==> src/verilog/fpm_defs.vh <==
// constants for the flash protect and memory select block
`ifndef FPM_DEFS_VH
`define FPM_DEFS_VH
// config block register offsets (low address bits inside the config block)
`define FPM_OFS_W 8
`define FPM_OFS_PRIM_PROT 8'hc0
`define FPM_OFS_SEC_PROT 8'hc2
`define FPM_OFS_MAP 8'hb2
// memory_space_map field positions
`define FPM_MAP_PIO 7
`define FPM_MAP_PRIM_DATA 4
`define FPM_MAP_SEC_DATA 3
`define FPM_MAP_PRIM_CODE 2
`define FPM_MAP_SEC_CODE 1
`define FPM_MAP_SRAM_CODE 0
`define FPM_MAP_USED 8'h9f
`define FPM_MAP_INIT 8'h00
// secondary protect register layout
`define FPM_SEC_SECURITY 7
// unlock cycles
`define FPM_UNLOCK1_ADDR 12'h555
`define FPM_UNLOCK1_DATA 8'haa
`define FPM_UNLOCK2_ADDR 12'haaa
`define FPM_UNLOCK2_DATA 8'h55
// flash reset instruction code, value is arbitrary
`define FPM_RESET_CODE 8'hf0
// data bit carrying the error flag in status reads
`define FPM_ERR_BIT 5
// timing
`define FPM_CLK_MHZ 125
`define FPM_RECOVER_US 25
// operation kinds
`define FPM_OP_PROGRAM 2'h0
`define FPM_OP_BULK 2'h1
`define FPM_OP_SECTOR 2'h2
`endif

==> src/verilog/fpm_top.v <==
// flash sector protection, reset-to-read control and memory select routing
// Functional notes
// RULE1: protection bits readable by the mcu, never changed by mcu writes
// RULE2: program or erase aimed at a protected sector is silently dropped
// RULE3: verify of a protected sector reads the stored data like a read
// RULE4: primary protect register bit i shows sector i protection
// RULE5: secondary register bits 0-3 sector protect, 4-6 zero, 7 security
// RULE6: reset instruction is one write, optionally after the two unlock writes
// RULE7: mcu issues reset after status or id reads and after errors
// RULE8: after an error, reset instruction returns to read within 25 us
// RULE9: reset instruction ignored during byte program or bulk erase
// RULE10: reset instruction aborts sector erase, read mode within 25 us
// RULE11: reset pin aborts any cycle; return may take 25 us if busy
// RULE12: system should hold non power-on reset pulses at least 25 us
// RULE13: sram enabled only while sram select is high
// RULE14: secondary sector wins over an overlapping primary sector
// RULE15: sram, io and peripheral io win over any flash sector
// RULE16: selects of the same priority level must not overlap
// RULE17: fetch strobe means program space, read strobe means data space
// RULE18: map bits gate each space, bit 7 enables peripheral io mode
// RULE19: map register loads a boot value and is writable at run time
// RULE20: separate spaces need map value 0ch
// RULE21: primary flash in both spaces needs map bits 2 and 4
// RULE22: error flag reads one after a failed program or erase
// RULE23: writes to protect registers leave protection bits unchanged
`timescale 1ns/1ps
`include "fpm_defs.vh"
module fpm_top #(
    parameter [7:0] MAP_INIT = `FPM_MAP_INIT,
    parameter [7:0] RESET_CODE = `FPM_RESET_CODE
) (
    input wire sys_clk,
    input wire resetn,
    input wire [11:0] mcu_addr,
    input wire [7:0] mcu_wdata,
    input wire mcu_wr_n,
    input wire control_input_1_n,
    input wire control_input_2_n,
    input wire mcu_reset_n,
    input wire config_register_block_select,
    input wire [7:0] primary_sector_selects,
    input wire [3:0] secondary_sector_selects,
    input wire sram_select,
    input wire io_select,
    input wire pio_select,
    input wire [7:0] prim_prot_bits,
    input wire [3:0] sec_prot_bits,
    input wire security_bit,
    input wire op_start,
    input wire [1:0] op_kind,
    input wire array_done,
    input wire array_fail,
    output reg [7:0] mcu_rdata_q,
    output reg mcu_rdata_valid_q,
    output wire [7:0] primary_sector_enable,
    output wire [3:0] secondary_sector_enable,
    output wire sram_enable,
    output wire io_enable,
    output wire pio_enable,
    output wire op_grant,
    output reg flash_abort_q,
    output wire flash_read_mode,
    output wire flash_busy,
    output wire error_flag_bit,
    output wire [7:0] memory_space_map
);
    localparam CNT_W = 12;
    localparam RECOVER_ALL = `FPM_RECOVER_US * `FPM_CLK_MHZ; // 3125 cycles, fits 12 bits
    localparam [CNT_W-1:0] RECOVER_CYC = RECOVER_ALL[CNT_W-1:0];
    localparam [2:0] ST_READ = 3'h0;
    localparam [2:0] ST_PROG = 3'h1;
    localparam [2:0] ST_BULK = 3'h2;
    localparam [2:0] ST_SECT = 3'h3;
    localparam [2:0] ST_ERR = 3'h4;
    localparam [2:0] ST_RECOV = 3'h5;
    localparam [1:0] UL_IDLE = 2'h0;
    localparam [1:0] UL_ONE = 2'h1;
    localparam [1:0] UL_TWO = 2'h2;

    wire [3:0] pins_lvl;
    wire wr_n_s;
    wire rd_n_s;
    wire program_fetch_strobe_n_s;
    wire rst_n_s;
    reg wr_n_prev_q;
    reg rst_n_prev_q;
    reg [7:0] map_q;
    reg [7:0] map_d;
    reg [7:0] prim_prot_q;
    reg [3:0] sec_prot_q;
    reg security_q;
    reg [2:0] state_q;
    reg [2:0] state_d;
    reg [CNT_W-1:0] cnt_q;
    reg [CNT_W-1:0] cnt_d;
    reg err_q;
    reg err_d;
    reg abort_d;
    reg [1:0] unlock_q;
    reg [1:0] unlock_d;
    wire wr_evt;
    wire rst_pulse;
    wire reset_instr;
    wire any_flash_sel;
    wire rd_act;
    wire program_fetch_strobe_act;
    wire hi_level;
    wire sec_hit;
    wire target_protected;

    // function reused for both protection checks
    function sel_protected;
        input [7:0] sel;
        input [7:0] prot;
        begin
            sel_protected = |(sel & prot);
        end
    endfunction

    // strobes and the reset pin arrive from the mcu side
    fpm_pin_sync #(
        .WIDTH(4),
        .IDLE(4'hf)
    ) u_pin_sync (
        .sys_clk(sys_clk),
        .resetn(resetn),
        .pin_in({mcu_reset_n, control_input_2_n, control_input_1_n, mcu_wr_n}),
        .level_q(pins_lvl)
    );
    assign wr_n_s = pins_lvl[0];
    assign rd_n_s = pins_lvl[1];
    assign program_fetch_strobe_n_s = pins_lvl[2];
    assign rst_n_s = pins_lvl[3];

    assign wr_evt = wr_n_prev_q & ~wr_n_s;
    // reset pin acts on its rising edge, once the pulse is over
    assign rst_pulse = ~rst_n_prev_q & rst_n_s;

    always @(posedge sys_clk or negedge resetn)
    begin
        if (!resetn)
        begin
            wr_n_prev_q <= 1'b1;
            rst_n_prev_q <= 1'b1;
        end
        else
        begin
            wr_n_prev_q <= wr_n_s;
            rst_n_prev_q <= rst_n_s;
        end
    end

    // protection image follows the jtag or programmer side only
    always @(posedge sys_clk or negedge resetn)
    begin
        if (!resetn)
        begin
            prim_prot_q <= 8'h00;
            sec_prot_q <= 4'h0;
            security_q <= 1'b0;
        end
        else
        begin
            prim_prot_q <= prim_prot_bits; // see RULE1
            sec_prot_q <= sec_prot_bits; // see RULE23
            security_q <= security_bit;
        end
    end

    // memory space map, boot value then mcu writable
    always @*
    begin
        map_d = map_q;
        if (wr_evt && config_register_block_select
            && mcu_addr[`FPM_OFS_W-1:0] == `FPM_OFS_MAP)
            map_d = mcu_wdata & `FPM_MAP_USED; // see RULE19
    end

    always @(posedge sys_clk or negedge resetn)
    begin
        if (!resetn)
            map_q <= MAP_INIT & `FPM_MAP_USED; // see RULE19
        else
            map_q <= map_d;
    end
    assign memory_space_map = map_q;

    // register reads; protect registers ignore writes entirely
    always @(posedge sys_clk or negedge resetn)
    begin
        if (!resetn)
        begin
            mcu_rdata_q <= 8'h00;
            mcu_rdata_valid_q <= 1'b0;
        end
        else
        begin
            mcu_rdata_valid_q <= 1'b0;
            if (!rd_n_s && config_register_block_select)
            begin
                mcu_rdata_valid_q <= 1'b1;
                case (mcu_addr[`FPM_OFS_W-1:0])
                    `FPM_OFS_PRIM_PROT: mcu_rdata_q <= prim_prot_q; // see RULE4
                    `FPM_OFS_SEC_PROT: mcu_rdata_q <= {security_q, 3'h0, sec_prot_q}; // see RULE5
                    `FPM_OFS_MAP: mcu_rdata_q <= map_q;
                    default: mcu_rdata_q <= 8'h00;
                endcase
            end
            else if (!rd_n_s && any_flash_sel && (state_q != ST_READ))
            begin
                // status read while busy or failed carries the error flag
                mcu_rdata_valid_q <= 1'b1;
                mcu_rdata_q <= {2'h0, err_q, 5'h00}; // see RULE22
            end
        end
    end

    // space gating and priority levels
    assign rd_act = ~rd_n_s; // see RULE17
    assign program_fetch_strobe_act = ~program_fetch_strobe_n_s; // see RULE17
    assign pio_enable = pio_select & map_q[`FPM_MAP_PIO]; // see RULE18
    assign sram_enable = sram_select & (rd_act | ~wr_n_s
        | (program_fetch_strobe_act & map_q[`FPM_MAP_SRAM_CODE])); // see RULE13
    assign io_enable = io_select & ~program_fetch_strobe_act;
    assign hi_level = sram_select | io_select | pio_enable; // see RULE15
    assign sec_hit = |secondary_sector_selects;
    assign secondary_sector_enable = (hi_level ? 4'h0 : secondary_sector_selects)
        & {4{(rd_act & map_q[`FPM_MAP_SEC_DATA]) | (program_fetch_strobe_act & map_q[`FPM_MAP_SEC_CODE])
        | ~wr_n_s}}; // see RULE18
    assign primary_sector_enable = ((hi_level | sec_hit) ? 8'h00 : primary_sector_selects)
        & {8{(rd_act & map_q[`FPM_MAP_PRIM_DATA]) | (program_fetch_strobe_act & map_q[`FPM_MAP_PRIM_CODE])
        | ~wr_n_s}}; // see RULE14
    assign any_flash_sel = ~hi_level & (sec_hit | (|primary_sector_selects));

    // protection of the sector the current address routes to
    assign target_protected = sec_hit
        ? sel_protected({4'h0, secondary_sector_selects}, {4'h0, sec_prot_q})
        : sel_protected(primary_sector_selects, prim_prot_q);
    // reads, including verify, are never blocked by protection
    assign op_grant = op_start & (state_q == ST_READ) & ~hi_level
        & ~target_protected; // see RULE2
    // see RULE3: verify of a protected sector follows the normal read path above

    // unlock tracking, optional ahead of the reset code
    always @*
    begin
        unlock_d = UL_IDLE;
        if (wr_evt && any_flash_sel)
        begin
            if (mcu_addr == `FPM_UNLOCK1_ADDR && mcu_wdata == `FPM_UNLOCK1_DATA)
                unlock_d = UL_ONE;
            else if (unlock_q == UL_ONE && mcu_addr == `FPM_UNLOCK2_ADDR
                && mcu_wdata == `FPM_UNLOCK2_DATA)
                unlock_d = UL_TWO;
        end
        else if (!wr_evt)
            unlock_d = unlock_q;
    end
    // a single write of the code counts, unlocked or not
    assign reset_instr = wr_evt && any_flash_sel && mcu_wdata == RESET_CODE; // see RULE6

    // flash operation state
    always @*
    begin
        state_d = state_q;
        cnt_d = cnt_q;
        err_d = err_q;
        abort_d = 1'b0;
        case (state_q)
            ST_READ:
            begin
                if (op_grant)
                begin
                    case (op_kind)
                        `FPM_OP_PROGRAM: state_d = ST_PROG;
                        `FPM_OP_BULK: state_d = ST_BULK;
                        default: state_d = ST_SECT;
                    endcase
                end
            end
            ST_PROG, ST_BULK:
            begin
                // a reset instruction here is dropped on purpose
                if (rst_pulse)
                begin
                    abort_d = 1'b1; // see RULE11
                    state_d = ST_RECOV;
                    cnt_d = RECOVER_CYC;
                end
                else if (array_done)
                begin
                    err_d = array_fail; // see RULE22
                    state_d = array_fail ? ST_ERR : ST_READ;
                end
                else if (reset_instr)
                    state_d = state_q; // see RULE9
            end
            ST_SECT:
            begin
                if (rst_pulse || reset_instr)
                begin
                    abort_d = 1'b1; // see RULE10
                    state_d = ST_RECOV;
                    cnt_d = RECOVER_CYC;
                end
                else if (array_done)
                begin
                    err_d = array_fail; // see RULE22
                    state_d = array_fail ? ST_ERR : ST_READ;
                end
            end
            ST_ERR:
            begin
                if (rst_pulse)
                begin
                    err_d = 1'b0; // see RULE11
                    state_d = ST_READ;
                end
                else if (reset_instr)
                begin
                    state_d = ST_RECOV; // see RULE8
                    cnt_d = RECOVER_CYC;
                end
            end
            ST_RECOV:
            begin
                // bounded wait keeps the return inside the allowed time
                if (cnt_q <= 12'h001)
                begin
                    cnt_d = 12'h000;
                    err_d = 1'b0;
                    state_d = ST_READ; // see RULE8
                end
                else
                    cnt_d = cnt_q - 12'h001;
            end
            default:
            begin
                state_d = ST_READ;
                cnt_d = 12'h000;
            end
        endcase
    end

    always @(posedge sys_clk or negedge resetn)
    begin
        if (!resetn)
        begin
            state_q <= ST_READ;
            cnt_q <= 12'h000;
            err_q <= 1'b0;
            flash_abort_q <= 1'b0;
            unlock_q <= UL_IDLE;
        end
        else
        begin
            state_q <= state_d;
            cnt_q <= cnt_d;
            err_q <= err_d;
            flash_abort_q <= abort_d;
            unlock_q <= unlock_d;
        end
    end

    assign flash_read_mode = (state_q == ST_READ);
    assign flash_busy = (state_q == ST_PROG) | (state_q == ST_BULK) | (state_q == ST_SECT);
    assign error_flag_bit = err_q;
endmodule // fpm_top

==> src/verilog/fpm_pin_sync.v <==
// three-stage pin synchroniser with agreement filter
`timescale 1ns/1ps
module fpm_pin_sync #(
    parameter WIDTH = 4,
    parameter [WIDTH-1:0] IDLE = {WIDTH{1'b1}}
) (
    input wire sys_clk,
    input wire resetn,
    input wire [WIDTH-1:0] pin_in,
    output reg [WIDTH-1:0] level_q
);
    reg [WIDTH-1:0] s1_q;
    reg [WIDTH-1:0] s2_q;
    reg [WIDTH-1:0] s3_q;
    integer i;
    always @(posedge sys_clk or negedge resetn)
    begin
        if (!resetn)
        begin
            s1_q <= IDLE;
            s2_q <= IDLE;
            s3_q <= IDLE;
            level_q <= IDLE;
        end
        else
        begin
            s1_q <= pin_in;
            s2_q <= s1_q;
            s3_q <= s2_q;
            // a change counts only once stages two and three agree
            for (i = 0; i < WIDTH; i = i + 1)
            begin
                if (s2_q[i] == s3_q[i])
                    level_q[i] <= s3_q[i];
            end
        end
    end
endmodule // fpm_pin_sync

==> config.mk <==
export PLATFORM = sky130hd
export DESIGN_NAME = fpm_top
export DESIGN_NICKNAME = d
export VERILOG_FILES = /design/src/verilog/fpm_top.v /design/src/verilog/fpm_pin_sync.v
export VERILOG_INCLUDE_DIRS = /design/src /design/src/verilog
export SDC_FILE = /design/constraint.sdc
export NUM_CORES = 1
export LEC_CHECK = 0
export ABC_AREA = 0
export BUFFER_PORTS_ARGS = -buffer_cell sky130_fd_sc_hd__buf_2
export CORE_MARGIN = 3
export CORE_UTILIZATION = 30
export DETAILED_ROUTE_END_ITERATION = 16
export GPL_TIMING_DRIVEN = 0
export SLEW_MARGIN = 20
export SYNTH_ARGS = -nofsm -noshare
export SYNTH_HDL_FRONTEND = slang
export SYNTH_SLANG_ARGS = --single-unit
==> constraint.sdc <==
create_clock -name sys_clk -period 2.44 [get_ports sys_clk]
set_input_delay 0 -clock sys_clk [delete_from_list [all_inputs] [get_ports sys_clk]]
set_output_delay 0 -clock sys_clk [all_outputs]
set_load 0.1 [all_outputs]
**Word-level counts from Yosys, hierarchy flattened**

Cells that the tools add are included.
Widths: inputs -> output; s select.

- Bitwise gates (word level): 37
- Reductions and logical operators: 22
- Divide/modulo/power cells: 0
- $mul: 0
- Shifts and indexed selects: 0
- Magnitude comparators: 1
- $add $sub $neg: 1
- Eq/ne operators: 24
- Multiplexer cells: 33

Operators by type and width:

| operator | number |
|---|---|
| $mux 12 | 5 |
| $pmux 12 s5 | 1 |
| $eq 8x8->1 const B | 4 |
| $mux 3 | 8 |
| $mux 8 | 3 |
| $pmux 8 s3 | 1 |
| $reduce_or 8->1 | 3 |
| $ne 2x2->1 const B | 9 |
| $and 8x8->8 | 2 |
| $pmux 3 s5 | 1 |
| $and 1x1->1 | 14 |
| $le 12x1->1 const B | 1 |
| $or 1x1->1 | 12 |
| $sub 12x1->12 const B | 1 |
| $mux 1 | 10 |
| $reduce_and 5->1 | 2 |
| $and 4x4->4 | 2 |
| $logic_and 1x1->1 | 7 |
| $not 1->1 | 7 |
| $eq 3x2->1 const B | 2 |
| $eq 3x3->1 const B | 2 |
| $eq 1x1->1 | 4 |
| $mux 4 | 1 |
| $pmux 1 s4 | 1 |
| 15 further kinds | 15 |

- Register bits: 63
- Bits in writable memories: 0
- Logic and storage cells: 137
- Bits in latches: 0
- Bits in read-only memories: 0
- Memories: 0
- Input port bits: 60
- Output and inout bits: 37

**Longest topological paths before layout**

Gate-level depths: netlist of run 1.

- Depth in word-level cells: 9
- Depth in mapped cells: 8

**By module**

A second synthesis of run 1 with hierarchy kept.

- Cells, all modules: 275
- Area total of the unflattened synthesis: 3015.4 µm²

By module, submodules not included:

| module | instances | cells an instance | sequential area each (µm²) | area each (µm²) |
|---|---|---|---|---|
| fpm_top | 1 | 255 | 1178.6 | 2549.9 |
| fpm_pin_sync | 1 | 20 | 420.4 | 465.4 |

**Worst setup path before layout of run 1**

OpenSTA, ideal clock, no wires.

- Path kind: register to output
- Start point: register map_q[7] (netlist: memory_space_map[7])
- End point: output port op_grant
- Required time: 2440 ps
- Path slack: -1831 ps
- Arrival time: 4271 ps
- Cell stages (with the launch flop): 5
- Buffers on the path: 0
- Cells stage by stage: dfrtp_1 > a211oi_2 > nand4_1 > a21o_1 > nor4_1

- Cells in the longest elaborated chain, start to end: 5

Ends and longest elaborated chain:

| element | RTL line | RTL |
|---|---|---|
| from (decl) | fpm_top.v:87 | `reg [7:0] map_q;` |
| from (signal assigned) | fpm_top.v:182 | `` map_q <= MAP_INIT & `FPM_MAP_USED; `` |
| from (signal assigned) | fpm_top.v:184 | `map_q <= map_d;` |
| $and 1x1->1 | fpm_top.v:221 | `` assign pio_enable = pio_select & map_q[`FPM_MAP_PIO]; `` |
| $or 1x1->1 | fpm_top.v:225 | `assign hi_level = sram_select \| io_select \| pio_enable;` |
| $not 1->1 | fpm_top.v:240 | `assign op_grant = op_start & (state_q == ST_READ) & ~hi_level` |
| $and 1x1->1 | fpm_top.v:240 |  |
| $and 1x1->1 | fpm_top.v:241 | `& ~target_protected;` |
| to (decl) | fpm_top.v:60 | `output wire op_grant,` |

No other way between the ends.

**Worst setup path after layout of run 1**

Ends and elaborated chain as after synthesis.

==> results_dict.tcl, run 1 <==
set metrics [dict create \
    cts.path.max_buffers 2 \
    cts_tree "done" \
    multi_input_area_um2 1379 \
    path_class "flip-flop to output pin" \
    cp_max_fo 6 \
    crit_family "compound AO/OA/AOI/OAI gates" \
    synth_edf_count 0 \
    setup_viol 0 \
    design.die.area_um2 11380 \
    power_uw 3805 \
    period_share_pct 88.06 \
    min_path_type "input port to flip-flop" \
    ir_worst_vdd_v 0.0004738 \
    yosysWarningCount 0 \
    worst_slew_pin_slew_ns 0.7936 \
    hold_ws_ns 0.04961 \
    overflow 0 \
    drt_iter0_markers 169 \
    clock-root-buffer "clkbuf_8" \
    vias_per_cell 5.018 \
    cts_setup_buffers 0 \
    fillers 991 \
    powerDensity_nw_per_um2 909.7 \
    synth_top_cell_area_share_pct 37.02 \
    drive_gt1_share_pct 39.51 \
    leakage_uw 0.001910 \
    post_synth.cell_area_avg_um2 10.98 \
    cp-end-kind "output pin" \
    slew_viol_final 0 \
    start_kind "flip-flop" \
    grt_max_degree 64 \
    std_cell_rows 36 \
    required_ns 2.44 \
    reg2reg_slack_ns 0.45 \
    start_util_pct 30.98 \
    finish.utilization_pct 42.60 \
    slowest_stage "buf_2" \
    period_needed_ns 2.149 \
    gp_congestion 0.8520 \
    cts_buffers 9 \
    routed_wl_um 8704 \
    area_growth_pct 37.52 \
    seq_area_um2 1599 \
    cap_viol_max_count 0 \
    clock_latency_ns 0.35 \
    clock_sinks 63 \
    yosysTopAreaCell "dfrtp_1" \
    outcome "complete, no violations" \
    syn_inst 277 \
    synth_seq_cells 63 \
    dp.cells 501 \
    htree_levels 3 \
    cp.arrival_ns 2.15 \
    critPathMaxStageDelay_ns 0.47 \
    rsz0062_at_grt "no" \
    clk_pin_slew_ns 0.09 \
    die_w_um 106.7 \
    io_pins 97 \
    hold_viol 0 \
    grt_pass1_wl_um 13860 \
    ys.flop_type "dfrtp_1" \
    ys_async_sr_fraction_pct 100.0 \
    grt_util_all_layers_pct 15.35 \
    crit_chain "a211oi_2 > nand4_1 > a21o_1 > nor4_4 > buf_2" \
    core_area_um2 9819 \
    wl_per_cell_um 16.03 \
    antenna_found_initial 0 \
    timing.fmax_mhz 465.4 \
    crit_buf_inv 1 \
    synthTopCellsByArea "dfrtp_1 (37%), dfstp_2 (16%), and2_1 (3.3%), nand2_1 (2.6%), mux2_2 (2.2%)" \
    portBuffers 90 \
    dpl.hpwl_um 6291 \
    syn-cell-area_um2 3042 \
    fin_nets 467 \
    fin_tns_setup_ns 0 \
    fp.dieH_um 106.7 \
    synth_cell_types 66 \
    drc 0 \
    grt_pass1_vias 2766 \
    synth-seq-area-share_pct 52.57 \
    fin_cells 543 \
    vias 2725 \
    dr.pass1.iters 6 \
    fin_skew_ns 0.01704 \
    drtAntennaViolNets 0 \
    diodes 0 \
    slew-limit-headroom_pct 47.09 \
]
## where the power goes
part	internal (uW)	total [uW]	switching [uW]	leakage (uW)
combinational	452	1410	960	0.00103
clock	548	999	451	0.000114
sequential	1210	1390	180	0.000767
## tightest hold or removal path, delay by kind of cell
family                 cells  cell delay [ns]
AO/OA/AOI/OAI              1             0.16
buffers and inverters      2             0.18
## registers in the layout, indices dropped and copies added (netlist names), 3 cells and up
| signal | count |
|---|---|
| state_q | 3 |
| u_pin_sync.s3_q | 4 |
| cnt_q | 12 |
| u_pin_sync.s2_q | 4 |
| sec_prot_q | 4 |
| u_pin_sync.s1_q | 4 |
| u_pin_sync.level_q | 4 |
| memory_space_map | 6 |
| prim_prot_q | 8 |
| mcu_rdata_q | 8 |
## routing by layer
| layer | vias up | share of wire [%] | GRT usage [%] |
|---|---|---|---|
| met3 | 11 | 5.0 | 3.492 |
| met4 | 0 | 1.7 | 5.571 |
| li1 | 1283 | - | - |
| met5 | - | 0 | 0 |
| met1 | 1351 | 44 | 19.56 |
| met2 | 80 | 50 | 25.54 |
## metrics by stage
stage          setup slack (ns)  area [um2]
6_report                 0.2914        4183
3_3_place_gp             0.4970        3697
2_1_floorplan          -0.01527        3080
5_1_grt                  0.1670        4183
4_1_cts                  0.2534        4183
3_5_place_dp             0.4516        3700
## layout by cell type (no fill, tap or decap), types with 3 or more instances in the layout
cell,synthesis,routed
buf_2,4,93
nor2_1,14,13
a22o_1,6,6
inv_1,11,11
nand4_1,3,3
nand2_1,21,21
a31oi_1,8,7
dfrtp_1,45,45
a21oi_1,6,6
a222oi_1,6,6
nor3_1,6,5
a22oi_1,6,6
maj3_1,4,4
nor2b_1,7,7
nand3_1,7,7
buf_4,5,6
dlygate4sd3_1,0,26
o21ai_0,13,13
nand2b_1,7,7
mux2_2,6,6
and3_1,3,3
dfstp_2,18,18
clkbuf_8,0,9
and2_1,16,16
## synth_stat cells, drive strengths merged (7+ instances only)
master   n
inv     11
mux2     7
o21ai   15
nor3     7
dfstp   18
nand2b   7
buf      9
dfrtp   45
nor2b    7
nor2    15
nand2   21
a31oi    8
and2    17
nand3    7
## final cells by class
cell class / instances / area share [%]
Clock inverter: 6 / 1.765
Buffer: 10 / 1.466
Tap cell: 133 / 3.978
Clock buffer: 10 / 3.560
Sequential cell: 63 / 38.23
Inverter: 11 / 0.9871
Multi-Input combinational cell: 194 / 32.96
Timing Repair Buffer: 116 / 17.05
## timing repair
| item | in CTS | in global routing |
|---|---|---|
| resized for setup | 0 | 0 |
| endpoints found under the hold margin | 69 | 0 |
| hold buffers | 26 | 0 |
| endpoints found under the setup margin | 0 | 0 |
## path summary, 6_finish.rpt
kind                                               from                 end  cells after the start
setup / recovery                    memory_space_map[7]            op_grant                      5
hold / removal             config_register_block_select   mcu_rdata_valid_q                      3
setup reg to reg                               cnt_q[0]      error_flag_bit                      7
hold reg to reg                      u_pin_sync.s1_q[0]  u_pin_sync.s2_q[0]                      0
max in group asynchronous                        resetn      mcu_rdata_q[1]                      2
min in group asynchronous                        resetn      prim_prot_q[5]                      2
## cell families after synthesis
logic type / Yosys count / share of synthesized area [%]
adders and majority gates: 6 / 2.139
AOI/OAI and AO/OA: 73 / 18.22
other: 1 / 0.1233
buffers and inverters: 21 / 3.373
and+or+nand+nor: 105 / 20.65
muxes: 8 / 2.920
DFF: 63 / 52.57
No activity file was read; power rests on OpenSTA's default activity.
==> inputs of run 2 (changes only) <==
--- a/config.mk
+++ b/config.mk
@@ -11,7 +11,6 @@
 export CORE_MARGIN = 3
 export CORE_UTILIZATION = 30
 export DETAILED_ROUTE_END_ITERATION = 16
-export GPL_TIMING_DRIVEN = 0
 export SLEW_MARGIN = 20
 export SYNTH_ARGS = -nofsm -noshare
 export SYNTH_HDL_FRONTEND = slang
==> results_dict.tcl, run 2 (synthesized netlist as in run 1, its figures left out) <==
set metrics [dict create \
    outcome "complete, no violations" \
    fp.dieH_um 106.7 \
    drt_iter0_markers 221 \
    area_growth_pct 37.64 \
    p_clk_share_pct 28.3 \
    reg_top3 "cnt_q x12, mcu_rdata_q x8, prim_prot_q x8" \
    switching_power_uw 1543 \
    period_needed_ns 2.167 \
    diodes 0 \
    clock_latency_ns 0.34 \
    cts.path.max_buffers 2 \
    path_class "flip-flop to output pin" \
    htree_levels 3 \
    top_register "cnt_q" \
    slew-limit-headroom_pct 56.60 \
    grt_max_degree 30 \
    drive_gt1_share_pct 39.16 \
    drtAntennaViolNets 0 \
    worst_slew_pin_slew_ns 0.6510 \
    fin_area_um2 4187 \
    final_cell_mix "buf_2 (90), dfrtp_1 (45), dlygate4sd3_1 (26)" \
    overflow 0 \
    timing.fmax_mhz 461.4 \
    io_pins 97 \
    drc 0 \
    clock-root-buffer "clkbuf_8" \
    hold_ws_ns 0.06176 \
    setup_viol 0 \
    vias 2695 \
    cp_max_fo 6 \
    required_ns 2.44 \
    final_common_cell "buf_2" \
    std_cell_rows 36 \
    ctsHoldBuffers 26 \
    fin_nets 463 \
    period_share_pct 88.83 \
    power_uw 3919 \
    portBuffers 90 \
    grt_pass1_wl_um 13540 \
    cts_tree "done" \
    gp_congestion 0.8822 \
    vias_per_cell 5.000 \
    cp.arrival_ns 2.17 \
    slew_viol_final 0 \
    start_kind "flip-flop" \
    min_path_type "input port to flip-flop" \
    cts_setup_buffers 0 \
    dpl.hpwl_um 6235 \
    die_w_um 106.7 \
    fin_skew_ns 0.004839 \
    largest_reg_flops 12 \
    cts_buffers 9 \
    core_area_um2 9819 \
    grt_pass1_vias 2675 \
    powerDensity_nw_per_um2 936.1 \
    post_cts_resized 0 \
    dr.pass1.iters 7 \
    ir_worst_vdd_v 0.0004788 \
    design.die.area_um2 11380 \
    cp-end-kind "output pin" \
    finish.utilization_pct 42.64 \
    dpl-instance-area_um2 3681 \
    p_int_uw 2376 \
    clock_sinks 63 \
    rsz0062_at_grt "no" \
    cap_viol_max_count 0 \
    grt_util_all_layers_pct 15.11 \
    clk_pin_slew_ns 0.07 \
    p_comb_share_pct 36.1 \
    hold_viol 0 \
    p_seq_share_pct 35.7 \
    start_util_pct 30.98 \
    antenna_found_initial 0 \
    leakage_uw 0.001903 \
    wl_per_cell_um 15.49 \
    routed_wl_um 8350 \
    switching_share_pct 39.37 \
]
[run 2: cell count changes in the layout (fill, tap and decap cells not counted)]
cell and change:
inv_4 -1, clkinvlp_4 +1, inv_8 -1, clkinv_4 -2, bufinv_16 +2, inv_6 -1, clkbuf_1 -1, clkinv_2 +2
clkbuf_16 -1, buf_2 -3, clkbuf_8 +1
[run 2: critical path, cell delays in order, from the launching register on]
cell and delay, ns:
dfrtp_1 0.46, a211oi_2 0.35, nand4_1 0.17, a21o_1 0.22, nor4_4 0.15, buf_2 0.47
[run 2: final timing paths]
path                                                    from            endpoint  slack, ns  cells past startpoint
worst max-delay path                     memory_space_map[7]            op_grant       0.27                      5
worst min-delay path            config_register_block_select   mcu_rdata_valid_q       0.06                      3
worst max register to register                      cnt_q[0]           cnt_q[10]       0.46                      7
worst min register to register            u_pin_sync.s1_q[0]  u_pin_sync.s2_q[0]       0.36                      0
max in group asynchronous                             resetn  u_pin_sync.s3_q[2]       1.45                      3
min in group asynchronous                             resetn   mcu_rdata_valid_q       0.22                      2
[run 2: final cells by class]
cell class | count | area [um2]
sequential | 63 | 1599
multi-input combinational | 194 | 1379
inverter | 11 | 41.29
tap | 133 | 166.4
timing repair buffer | 122 | 755.7
clock buffer | 10 | 137.6
fill | 944 | 5633
clock inverter | 6 | 107.6
[run 2: routing by layer]
layer / share of wire, % / global-route usage (%) / wire length [um] / up-vias
met2: 49 / 25.13 / 4095 / 80
met5: 0 / 0 / 0 / -
met3: 4.7 / 3.251 / 393 / 10
met4: 1.6 / 5.753 / 132 / 0
met1: 45 / 19.28 / 3728 / 1323
li1: - / - / - / 1282
[run 2: stage by stage]
stage | setup slack [ns] | TNS, ns | instances
after floorplan | -0.01527 | -0.01527 | 278
after global placement | 0.5426 | 0 | 497
after detailed placement | 0.4849 | 0 | 497
after CTS | 0.2378 | 0 | 539
after global routing | 0.1401 | 0 | 539
final | 0.2726 | 0 | 539
[run 2: power by group through the flow]
| stage | registers [uW] | logic, uW | clock network (uW) |
|---|---|---|---|
| 2_1_floorplan | 1530 | 914 | 0 |
| 3_3_place_gp | 1410 | 1360 | 0 |
| 3_5_place_dp | 1410 | 1370 | 0 |
| 4_1_cts | 1400 | 1410 | 1140 |
| 5_1_grt | 1420 | 1540 | 1180 |
| 6_report | 1400 | 1410 | 1110 |
